==> src/cspc_pkg.sv <==
package cspc_pkg;

  localparam logic [11:0] ADDR_SCRATCH0   = 12'he00;
  localparam logic [11:0] ADDR_SCRATCH1   = 12'he40;
  localparam logic [11:0] ADDR_PERF       = 12'hf00;
  localparam logic [11:0] ADDR_IRQ_STATUS = 12'hf80;
  localparam logic [11:0] ADDR_IRQ_MASK   = 12'hfc0;

  localparam logic [31:0] SCRATCH_RESET   = 32'h0000_0000;
  localparam logic [31:0] PERF_RESET      = 32'h0000_0000;

  localparam int NMASK_HI = 31;
  localparam int NMASK_LO = 24;
  localparam int HALT_BIT = 23;
  localparam int RUN_BIT  = 22;
  localparam int RSVD_BIT = 21;
  localparam int SEL_HI   = 20;
  localparam int SEL_LO   = 16;
  localparam int MFREQ_HI = 1;
  localparam int MFREQ_LO = 0;

  localparam int IRQ_W       = 2;
  localparam int IRQ_OVF     = 0;
  localparam int IRQ_MISS    = 1;
  localparam int STAT_RUN    = 8;

  localparam int NUM_EVENTS  = 21;
  localparam logic [4:0] EV_READ_MISS   = 5'h00;
  localparam logic [4:0] EV_BUS_READ    = 5'h0f;
  localparam logic [4:0] EV_BUS_WRITE   = 5'h10;
  localparam logic [4:0] EV_VICT_WRITE  = 5'h11;
  localparam logic [4:0] EV_LAST        = 5'h14;

  localparam int MISS_CNT_W  = 12;
  localparam int MISS_STEP   = 4;

  typedef enum logic [1:0] {
    CSPC_BUS_IDLE  = 2'b01,
    CSPC_BUS_RWAIT = 2'b10
  } cspc_bus_state_t;

endpackage : cspc_pkg

==> src/cspc_event_select.sv <==
`timescale 1ns/1ps
module cspc_event_select (
  input  wire logic [4:0]                     sel,
  input  wire logic [cspc_pkg::NUM_EVENTS-1:0] events,
  input  wire logic [2:0]                     node_id,
  input  wire logic [7:0]                     node_mask,
  output logic                                hit
);

  logic node_ok;
  logic node_gated;

  always_comb begin
    // codes up to EV_LAST outside the node-gated trio pass through untouched; codes above EV_LAST never hit
    node_gated = (sel == cspc_pkg::EV_BUS_READ) || (sel == cspc_pkg::EV_BUS_WRITE) ||
                 (sel == cspc_pkg::EV_VICT_WRITE);
    node_ok    = node_mask[node_id];
    if (sel > cspc_pkg::EV_LAST) begin
      hit = 1'b0;
    end else begin
      hit = events[sel] && (!node_gated || node_ok);
    end
  end

endmodule : cspc_event_select

==> src/cspc_regs.sv <==
`timescale 1ns/1ps
module cspc_regs (
  input  wire logic                             clk,
  input  wire logic                             arst_n,
  input  wire logic                             hsel,
  input  wire logic [31:0]                      haddr,
  input  wire logic [1:0]                       htrans,
  input  wire logic                             hwrite,
  input  wire logic [2:0]                       hsize,
  input  wire logic [31:0]                      hwdata,
  input  wire logic                             hready,
  output logic                                  hreadyout,
  output logic                                  hresp,
  output logic [31:0]                           hrdata,
  input  wire logic [cspc_pkg::NUM_EVENTS-1:0]  perf_events,
  input  wire logic [2:0]                       bus_node_id,
  input  wire logic                             cache_miss,
  input  wire logic                             second_counter_overflow,
  output logic                                  second_count_inc,
  output logic                                  second_counter_running,
  output logic [7:0]                            node_mask,
  output logic [4:0]                            second_counter_event_select,
  output logic                                  miss_capture_load,
  output logic                                  irq
);

  cspc_pkg::cspc_bus_state_t bus_state;

  logic [31:0]                  console_scratch_word_0;
  logic [31:0]                  console_scratch_word_1;
  logic                         reserved_zero_bit;
  logic [1:0]                   miss_freq;
  logic [cspc_pkg::IRQ_W-1:0]   irq_status;
  logic [cspc_pkg::IRQ_W-1:0]   irq_mask;
  logic [cspc_pkg::MISS_CNT_W-1:0] miss_count;

  logic                         wr_pend;
  logic [11:0]                  wr_addr;
  logic [11:0]                  rd_addr;
  logic                         rd_done;
  logic                         addr_take;
  logic                         wr_perf;
  logic                         wr_status;
  logic                         sel_hit;
  logic [cspc_pkg::MISS_CNT_W:0]   miss_interval;
  logic [cspc_pkg::MISS_CNT_W:0]   miss_next;
  logic [cspc_pkg::IRQ_W-1:0]   next_irq_status;
  logic [31:0]                  read_word;

  // hsize is not decoded: only whole-word singles are issued
  assign addr_take = hsel && htrans[1] && hready;
  assign wr_perf   = wr_pend && (wr_addr == cspc_pkg::ADDR_PERF);
  assign wr_status = wr_pend && (wr_addr == cspc_pkg::ADDR_IRQ_STATUS);

  // reads wait one cycle so a write just ahead of them is already visible
  always_ff @(posedge clk or negedge arst_n) begin
    if (!arst_n) begin
      bus_state <= cspc_pkg::CSPC_BUS_IDLE;
      hreadyout <= 1'b1;
      wr_pend   <= 1'b0;
      wr_addr   <= 12'h000;
      rd_addr   <= 12'h000;
      rd_done   <= 1'b0;
    end else begin
      rd_done <= 1'b0;
      unique case (bus_state)
        cspc_pkg::CSPC_BUS_IDLE: begin
          wr_pend <= addr_take && hwrite;
          wr_addr <= haddr[11:0];
          if (addr_take && !hwrite) begin
            rd_addr   <= haddr[11:0];
            hreadyout <= 1'b0;
            bus_state <= cspc_pkg::CSPC_BUS_RWAIT;
          end
        end
        cspc_pkg::CSPC_BUS_RWAIT: begin
          wr_pend   <= 1'b0;
          hreadyout <= 1'b1;
          rd_done   <= 1'b1;
          bus_state <= cspc_pkg::CSPC_BUS_IDLE;
        end
      endcase
    end
  end

  always_ff @(posedge clk or negedge arst_n) begin
    if (!arst_n) begin
      hresp <= 1'b0;
    end else begin
      hresp <= 1'b0;
    end
  end

  always_comb begin
    read_word = 32'h0000_0000;
    if (rd_addr == cspc_pkg::ADDR_SCRATCH0) begin
      read_word = console_scratch_word_0;
    end else if (rd_addr == cspc_pkg::ADDR_SCRATCH1) begin
      read_word = console_scratch_word_1;
    end else if (rd_addr == cspc_pkg::ADDR_PERF) begin
      // run and halt positions stay zero on read
      read_word[cspc_pkg::NMASK_HI:cspc_pkg::NMASK_LO] = node_mask;
      read_word[cspc_pkg::RSVD_BIT]                   = reserved_zero_bit;
      read_word[cspc_pkg::SEL_HI:cspc_pkg::SEL_LO]     = second_counter_event_select;
      read_word[cspc_pkg::MFREQ_HI:cspc_pkg::MFREQ_LO] = miss_freq;
    end else if (rd_addr == cspc_pkg::ADDR_IRQ_STATUS) begin
      read_word[cspc_pkg::IRQ_W-1:0] = irq_status;
      read_word[cspc_pkg::STAT_RUN]  = second_counter_running;
    end else if (rd_addr == cspc_pkg::ADDR_IRQ_MASK) begin
      read_word[cspc_pkg::IRQ_W-1:0] = irq_mask;
    end
  end

  always_ff @(posedge clk or negedge arst_n) begin
    if (!arst_n) begin
      hrdata <= 32'h0000_0000;
    end else if (bus_state == cspc_pkg::CSPC_BUS_RWAIT) begin
      hrdata <= read_word;
    end
  end

  always_ff @(posedge clk or negedge arst_n) begin
    if (!arst_n) begin
      console_scratch_word_0 <= cspc_pkg::SCRATCH_RESET;
      console_scratch_word_1 <= cspc_pkg::SCRATCH_RESET;
    end else if (wr_pend) begin
      if (wr_addr == cspc_pkg::ADDR_SCRATCH0) begin
        console_scratch_word_0 <= hwdata;
      end
      if (wr_addr == cspc_pkg::ADDR_SCRATCH1) begin
        console_scratch_word_1 <= hwdata;
      end
    end
  end

  // bit 21 is stored as written; software is expected to keep it zero
  always_ff @(posedge clk or negedge arst_n) begin
    if (!arst_n) begin
      node_mask                   <= cspc_pkg::PERF_RESET[cspc_pkg::NMASK_HI:cspc_pkg::NMASK_LO];
      reserved_zero_bit           <= cspc_pkg::PERF_RESET[cspc_pkg::RSVD_BIT];
      second_counter_event_select <= cspc_pkg::PERF_RESET[cspc_pkg::SEL_HI:cspc_pkg::SEL_LO];
      miss_freq                   <= cspc_pkg::PERF_RESET[cspc_pkg::MFREQ_HI:cspc_pkg::MFREQ_LO];
    end else if (wr_perf) begin
      node_mask                   <= hwdata[cspc_pkg::NMASK_HI:cspc_pkg::NMASK_LO];
      reserved_zero_bit           <= hwdata[cspc_pkg::RSVD_BIT];
      second_counter_event_select <= hwdata[cspc_pkg::SEL_HI:cspc_pkg::SEL_LO];
      miss_freq                   <= hwdata[cspc_pkg::MFREQ_HI:cspc_pkg::MFREQ_LO];
    end
  end

  // halt beats run when both are written together, so a write with both bits set stops counting
  always_ff @(posedge clk or negedge arst_n) begin
    if (!arst_n) begin
      second_counter_running <= 1'b0;
    end else if (wr_perf && hwdata[cspc_pkg::HALT_BIT]) begin
      second_counter_running <= 1'b0;
    end else if (wr_perf && hwdata[cspc_pkg::RUN_BIT]) begin
      second_counter_running <= 1'b1;
    end
  end

  cspc_event_select u_second_select (
    .sel       (second_counter_event_select),
    .events    (perf_events),
    .node_id   (bus_node_id),
    .node_mask (node_mask),
    .hit       (sel_hit)
  );

  always_ff @(posedge clk or negedge arst_n) begin
    if (!arst_n) begin
      second_count_inc <= 1'b0;
    end else begin
      second_count_inc <= second_counter_running && sel_hit;
    end
  end

  // each frequency step divides the capture rate by sixteen; the spare top bit keeps 4096 from wrapping to zero
  assign miss_interval = {{cspc_pkg::MISS_CNT_W{1'b0}}, 1'b1} << (cspc_pkg::MISS_STEP * miss_freq);
  assign miss_next     = {1'b0, miss_count} + {{cspc_pkg::MISS_CNT_W{1'b0}}, 1'b1};

  always_ff @(posedge clk or negedge arst_n) begin
    if (!arst_n) begin
      miss_count        <= '0;
      miss_capture_load <= 1'b0;
    end else begin
      miss_capture_load <= 1'b0;
      if (wr_perf) begin
        miss_count <= '0;
      end else if (cache_miss) begin
        if (miss_next >= miss_interval) begin
          miss_count        <= '0;
          miss_capture_load <= 1'b1;
        end else begin
          miss_count <= miss_next[cspc_pkg::MISS_CNT_W-1:0];
        end
      end
    end
  end

  // a new event in the clearing cycle survives the clear
  always_comb begin
    next_irq_status = irq_status;
    if (wr_status) begin
      next_irq_status = irq_status & ~hwdata[cspc_pkg::IRQ_W-1:0];
    end
    if (second_counter_overflow) begin
      next_irq_status[cspc_pkg::IRQ_OVF] = 1'b1;
    end
    if (miss_capture_load) begin
      next_irq_status[cspc_pkg::IRQ_MISS] = 1'b1;
    end
  end

  always_ff @(posedge clk or negedge arst_n) begin
    if (!arst_n) begin
      irq_status <= '0;
    end else begin
      irq_status <= next_irq_status;
    end
  end

  always_ff @(posedge clk or negedge arst_n) begin
    if (!arst_n) begin
      irq_mask <= '0;
    end else if (wr_pend && (wr_addr == cspc_pkg::ADDR_IRQ_MASK)) begin
      irq_mask <= hwdata[cspc_pkg::IRQ_W-1:0];
    end
  end

  always_ff @(posedge clk or negedge arst_n) begin
    if (!arst_n) begin
      irq <= 1'b0;
    end else begin
      irq <= |(next_irq_status & irq_mask);
    end
  end

  a_scratch_kept : assert property (
    @(posedge clk) disable iff (!arst_n)
    !(wr_pend && (wr_addr == cspc_pkg::ADDR_SCRATCH0)) |=> $stable(console_scratch_word_0))
    else $error("scratch word 0 changed without a write to it");

  a_scratch_readback : assert property (
    @(posedge clk) disable iff (!arst_n)
    (addr_take && !hwrite && (haddr[11:0] == cspc_pkg::ADDR_SCRATCH1))
    |=> ##1 (rd_done && hrdata == console_scratch_word_1))
    else $error("scratch word 1 read returned wrong data");

  a_halt_stops : assert property (
    @(posedge clk) disable iff (!arst_n)
    (wr_perf && hwdata[cspc_pkg::HALT_BIT]) |=> !second_counter_running ##1 !second_count_inc)
    else $error("second counter still counting after halt");

  a_run_starts : assert property (
    @(posedge clk) disable iff (!arst_n)
    (wr_perf && hwdata[cspc_pkg::RUN_BIT] && !hwdata[cspc_pkg::HALT_BIT]) |=> second_counter_running)
    else $error("second counter did not start after run");

  a_zero_no_effect : assert property (
    @(posedge clk) disable iff (!arst_n)
    (!wr_perf || (!hwdata[cspc_pkg::RUN_BIT] && !hwdata[cspc_pkg::HALT_BIT])) |=> $stable(second_counter_running))
    else $error("run state changed without a run or halt write");

  a_runhalt_read : assert property (
    @(posedge clk) disable iff (!arst_n)
    (rd_done && $past(rd_addr) == cspc_pkg::ADDR_PERF) |-> (hrdata[cspc_pkg::HALT_BIT:cspc_pkg::RUN_BIT] == 2'b00))
    else $error("run or halt bit read back nonzero");

  a_node_blocked : assert property (
    @(posedge clk) disable iff (!arst_n)
    ((second_counter_event_select == cspc_pkg::EV_BUS_READ) && !node_mask[bus_node_id]) |=> !second_count_inc)
    else $error("bus read counted for a masked-out node");

  a_node_counted : assert property (
    @(posedge clk) disable iff (!arst_n)
    (second_counter_running && (second_counter_event_select == cspc_pkg::EV_BUS_WRITE) &&
     perf_events[cspc_pkg::EV_BUS_WRITE] && node_mask[bus_node_id]) |=> second_count_inc)
    else $error("bus write from enabled node not counted");

  a_reserved_sel : assert property (
    @(posedge clk) disable iff (!arst_n)
    (second_counter_event_select > cspc_pkg::EV_LAST) |=> !second_count_inc)
    else $error("reserved select code produced a count");

  a_read_miss : assert property (
    @(posedge clk) disable iff (!arst_n)
    (second_counter_running && (second_counter_event_select == cspc_pkg::EV_READ_MISS) &&
     perf_events[cspc_pkg::EV_READ_MISS]) |=> second_count_inc)
    else $error("read miss not counted");

  a_miss_every : assert property (
    @(posedge clk) disable iff (!arst_n)
    (cache_miss && !wr_perf && (miss_freq == 2'b00)) |=> miss_capture_load)
    else $error("miss capture skipped at full rate");

  a_overflow_flag : assert property (
    @(posedge clk) disable iff (!arst_n)
    second_counter_overflow |=> irq_status[cspc_pkg::IRQ_OVF] && (irq == irq_mask[cspc_pkg::IRQ_OVF] || irq))
    else $error("overflow did not set its status bit");

endmodule : cspc_regs

==> config.mk <==
export PLATFORM = sky130hd
export DESIGN_NAME = cspc_regs
export DESIGN_NICKNAME = d
export VERILOG_FILES = /design/src/cspc_pkg.sv /design/src/cspc_event_select.sv /design/src/cspc_regs.sv
export SDC_FILE = /design/constraint.sdc
export NUM_CORES = 1
export LEC_CHECK = 0
export BUFFER_PORTS_ARGS = -buffer_cell sky130_fd_sc_hd__buf_2
export CORE_UTILIZATION = 55
export DETAILED_ROUTE_END_ITERATION = 8
export GPL_ROUTABILITY_DRIVEN = 0
export PLACE_DENSITY = 0.87
export SETUP_SLACK_MARGIN = 0.5
export SLEW_MARGIN = 10
export SYNTH_ARGS = -nofsm -noshare
export SYNTH_HDL_FRONTEND = slang
export SYNTH_HIERARCHICAL = 1
export SYNTH_SLANG_ARGS = --single-unit
==> constraint.sdc <==
create_clock -name clk -period 3.12 [get_ports clk]
set_input_delay 0.468 -clock clk [delete_from_list [all_inputs] [get_ports clk]]
set_output_delay 0.468 -clock clk [all_outputs]
set_load 0.01 [all_outputs]
==> out/metrics.yaml <==
fp.dieW_um: 115
yosys_register_bits: 159
cts_hold_buf: 0
end_kind: "register"
status: "finished, final reports clean"
yosysSeqAreaShare_pct: 56.2
multi_input_area_um2: 3150
clock.fmax_mhz: 344
finish.instance_area_um2: 8840
cp_data_arrival_time_ps: 3220
hold_viol_final: 0
antenna_left: 0
clockRootBuffer: "clkbuf_16"
via_per_inst: 6.15
antenna_found_initial: 0
rsz0062_at_grt: "yes"
setup_tns_ps: 0
track_usage_pct: 29.2
async_flop_share_pct: 100
clock_path_buffers: 2
r2r_slack_ps: 220
start_kind: "register"
fin_skew_ps: 6.84
n_fill_cell: 791
start_util_pct: 56.3
drc: 0
drt_iter0_drc: 685
post-route-period-util_pct: 93.1
max_slew_margin_pct: 46.3
wl_um: 18800
irDropWorstVdd_mv: 0.399
coreArea_um2: 12600
crit_type: "register to register"
p_leak_nw: 4.10
area_growth_pct: 24.8
power.density_nw_per_um2: 683
ioPinCount: 151
dieArea_um2: 13300
setup_viol: 0
final-seq-area_um2: 3990
dpl_cell_area_um2: 7990
grt_max_degree: 76
worstHoldPathType: "input pin to async pin"
finalNetCount: 836
rows: 41
reg2reg_depth: 13
tritoncts: "built"
grt-ovfl-total: 0
grt_first_pass_wirelength_um: 29300
cp_max_fo: 3
htreeDepth: 4
clkTransAtPathRegs_ps: 60
tightest_slew_ps: 805
die_y_um: 115
synth_area_um2: 7080
dr.pass1.iters: 8
grt_pass1_vias: 5682
port_buffers: 125
numClockSinks: 159
synthFlopType: "dfrtp_1"
ys_warn_count: 6
worst_ep_required_time_ps: 3440
synth-edff-count: 0
synth.distinct_cells: 60
dr_total_vias: 5635
antenna_cells: 0
netlist_instances: 593
drv_cap: 0
clk_latency_ps: 430
numCtsBuffers: 17
syn_area_per_cell_um2: 11.9
fin_crit_ps: 2900
wl_per_cell_um: 20.5
dp_hpwl_um: 11500
syn_nets: 698
drv_slew: 0
drive_gt1_share_pct: 42.3
## power by group
group / total (W) / leakage [nW] / switching, W / internal [W]
clock: 0.00213 / 0.280 / 0.000830 / 0.00130
sequential: 0.00264 / 1.96 / 0.000300 / 0.00234
combinational: 0.00126 / 1.86 / 0.000681 / 0.000582
total: 0.00603 / 4.10 / 0.00181 / 0.00422
## kinds of logic (layout without fill, tap and decap cells)
kind of cell	count (synthesis)	count (layout)	synth area share [%]
simple gates	182	182	12.2
mux	103	103	17.7
xor+xnor	1	1	0.124
other cells	1	1	0.0530
fa+ha+maj	5	5	0.884
compound gates	103	103	10.4
flops	159	159	56.2
buf+inv	39	190	2.44
## cell usage in the layout, fill, tap and decap left out, drive strengths merged, types with 7 or more instances in the layout
cell type | Yosys | routed
mux4 | 7 | 7
nor3 | 7 | 7
clkbuf | 21 | 23
nand2b | 9 | 9
nand2 | 105 | 105
o21ai | 37 | 37
nand4 | 8 | 8
a22oi | 15 | 15
mux2 | 93 | 93
dfrtp | 158 | 158
nand3 | 12 | 12
nor2 | 10 | 10
a222oi | 15 | 15
buf | 13 | 153
## area by class of cell
cell class	count	share of cell area, %
inverter	5	0.212
tap	172	2.43
multi-input combinational	395	35.7
timing repair buffer	153	9.78
clock buffer	23	5.29
sequential	159	45.1
clock inverter	9	1.51
## cells in the mapped netlist (all sizes together) (3+ instances only)
master	count	area (um2)
a22oi	15	113
o311ai	4	35.0
mux2	93	1050
nand2	105	397
buf	13	73.8
mux4	7	176
nor3	7	35.0
nor3b	4	30.0
a21o	3	22.5
nand4	8	50.1
nor2b	5	31.3
ha	5	62.6
and3	3	18.8
clkbuf	21	80.1
nand3	12	65.1
and2	3	18.8
or3	5	31.3
inv	5	18.8
a22o	3	26.3
o21ai	37	185
a221oi	3	26.3
a222oi	15	150
a31oi	4	25.0
nor2	10	37.5
dfrtp	158	3950
a21oi	5	25.0
mux2i	3	30.0
nand2b	9	58.8
## repair_timing
action	4_1_cts	5_1_grt
gates resized for setup	19	13
pin swaps	11	2
hold endpoints to repair	0	0
endpoints found under the setup margin	13	13
buffers inserted	10	1
## stage by stage
step	worst slack (ps)	hold WS, ps	utilization (%)	std cells	total power [W]
floorplan	381	172	-	593	0.00331
global placement	224	456	63.5	873	0.00357
detailed placement	105	468	63.5	873	0.00366
CTS	283	79.1	69.7	915	0.00591
global route	117	97.8	70.3	916	0.00627
finish	216	37.9	70.3	916	0.00603
## flip-flops by register name, summed over array words and instances, names as in the netlist
register and flops:
console_scratch_word_0 32, console_scratch_word_1 32, hrdata 32, miss_count 12, rd_addr 12, wr_addr 12, node_mask 8, second_counter_event_select 5
bus_state 2, irq_mask 2, irq_status 2, miss_freq 2, irq 1, miss_capture_load 1, reserved_zero_bit 1, second_count_inc 1
second_counter_running 1, wr_pend 1
## routing by layer
metal	vias to the layer above	global-route usage (%)	wire length, um
met5	-	0	0
met4	0	12.7	588
met3	70	7.64	1290
met2	293	49.4	9670
met1	2821	35.4	7270
li1	2451	-	-
## worst paths after layout
path,from,endpoint
max reg2reg,miss_count[0],miss_count[10]
min,arst_n,console_scratch_word_1[19]
min reg2reg,hrdata[14],hrdata[14]
max,miss_count[0],miss_count[10]
max in group asynchronous,arst_n,miss_count[3]
min in group clk,hwdata[23],second_counter_running
## critical path, cell delays in order, from the launching register on
cell       delay [ps]
dfrtp_2           430
ha_4              180
nand3_4           100
nand2b_4          150
nand2_4            50
ha_4              160
or4b_4            520
a2111oi_4         250
o31ai_2           120
a211oi_4          240
buf_4             170
buf_6             100
nand4_1           190
o311ai_4          130
(Power assumes the default switching activity.)
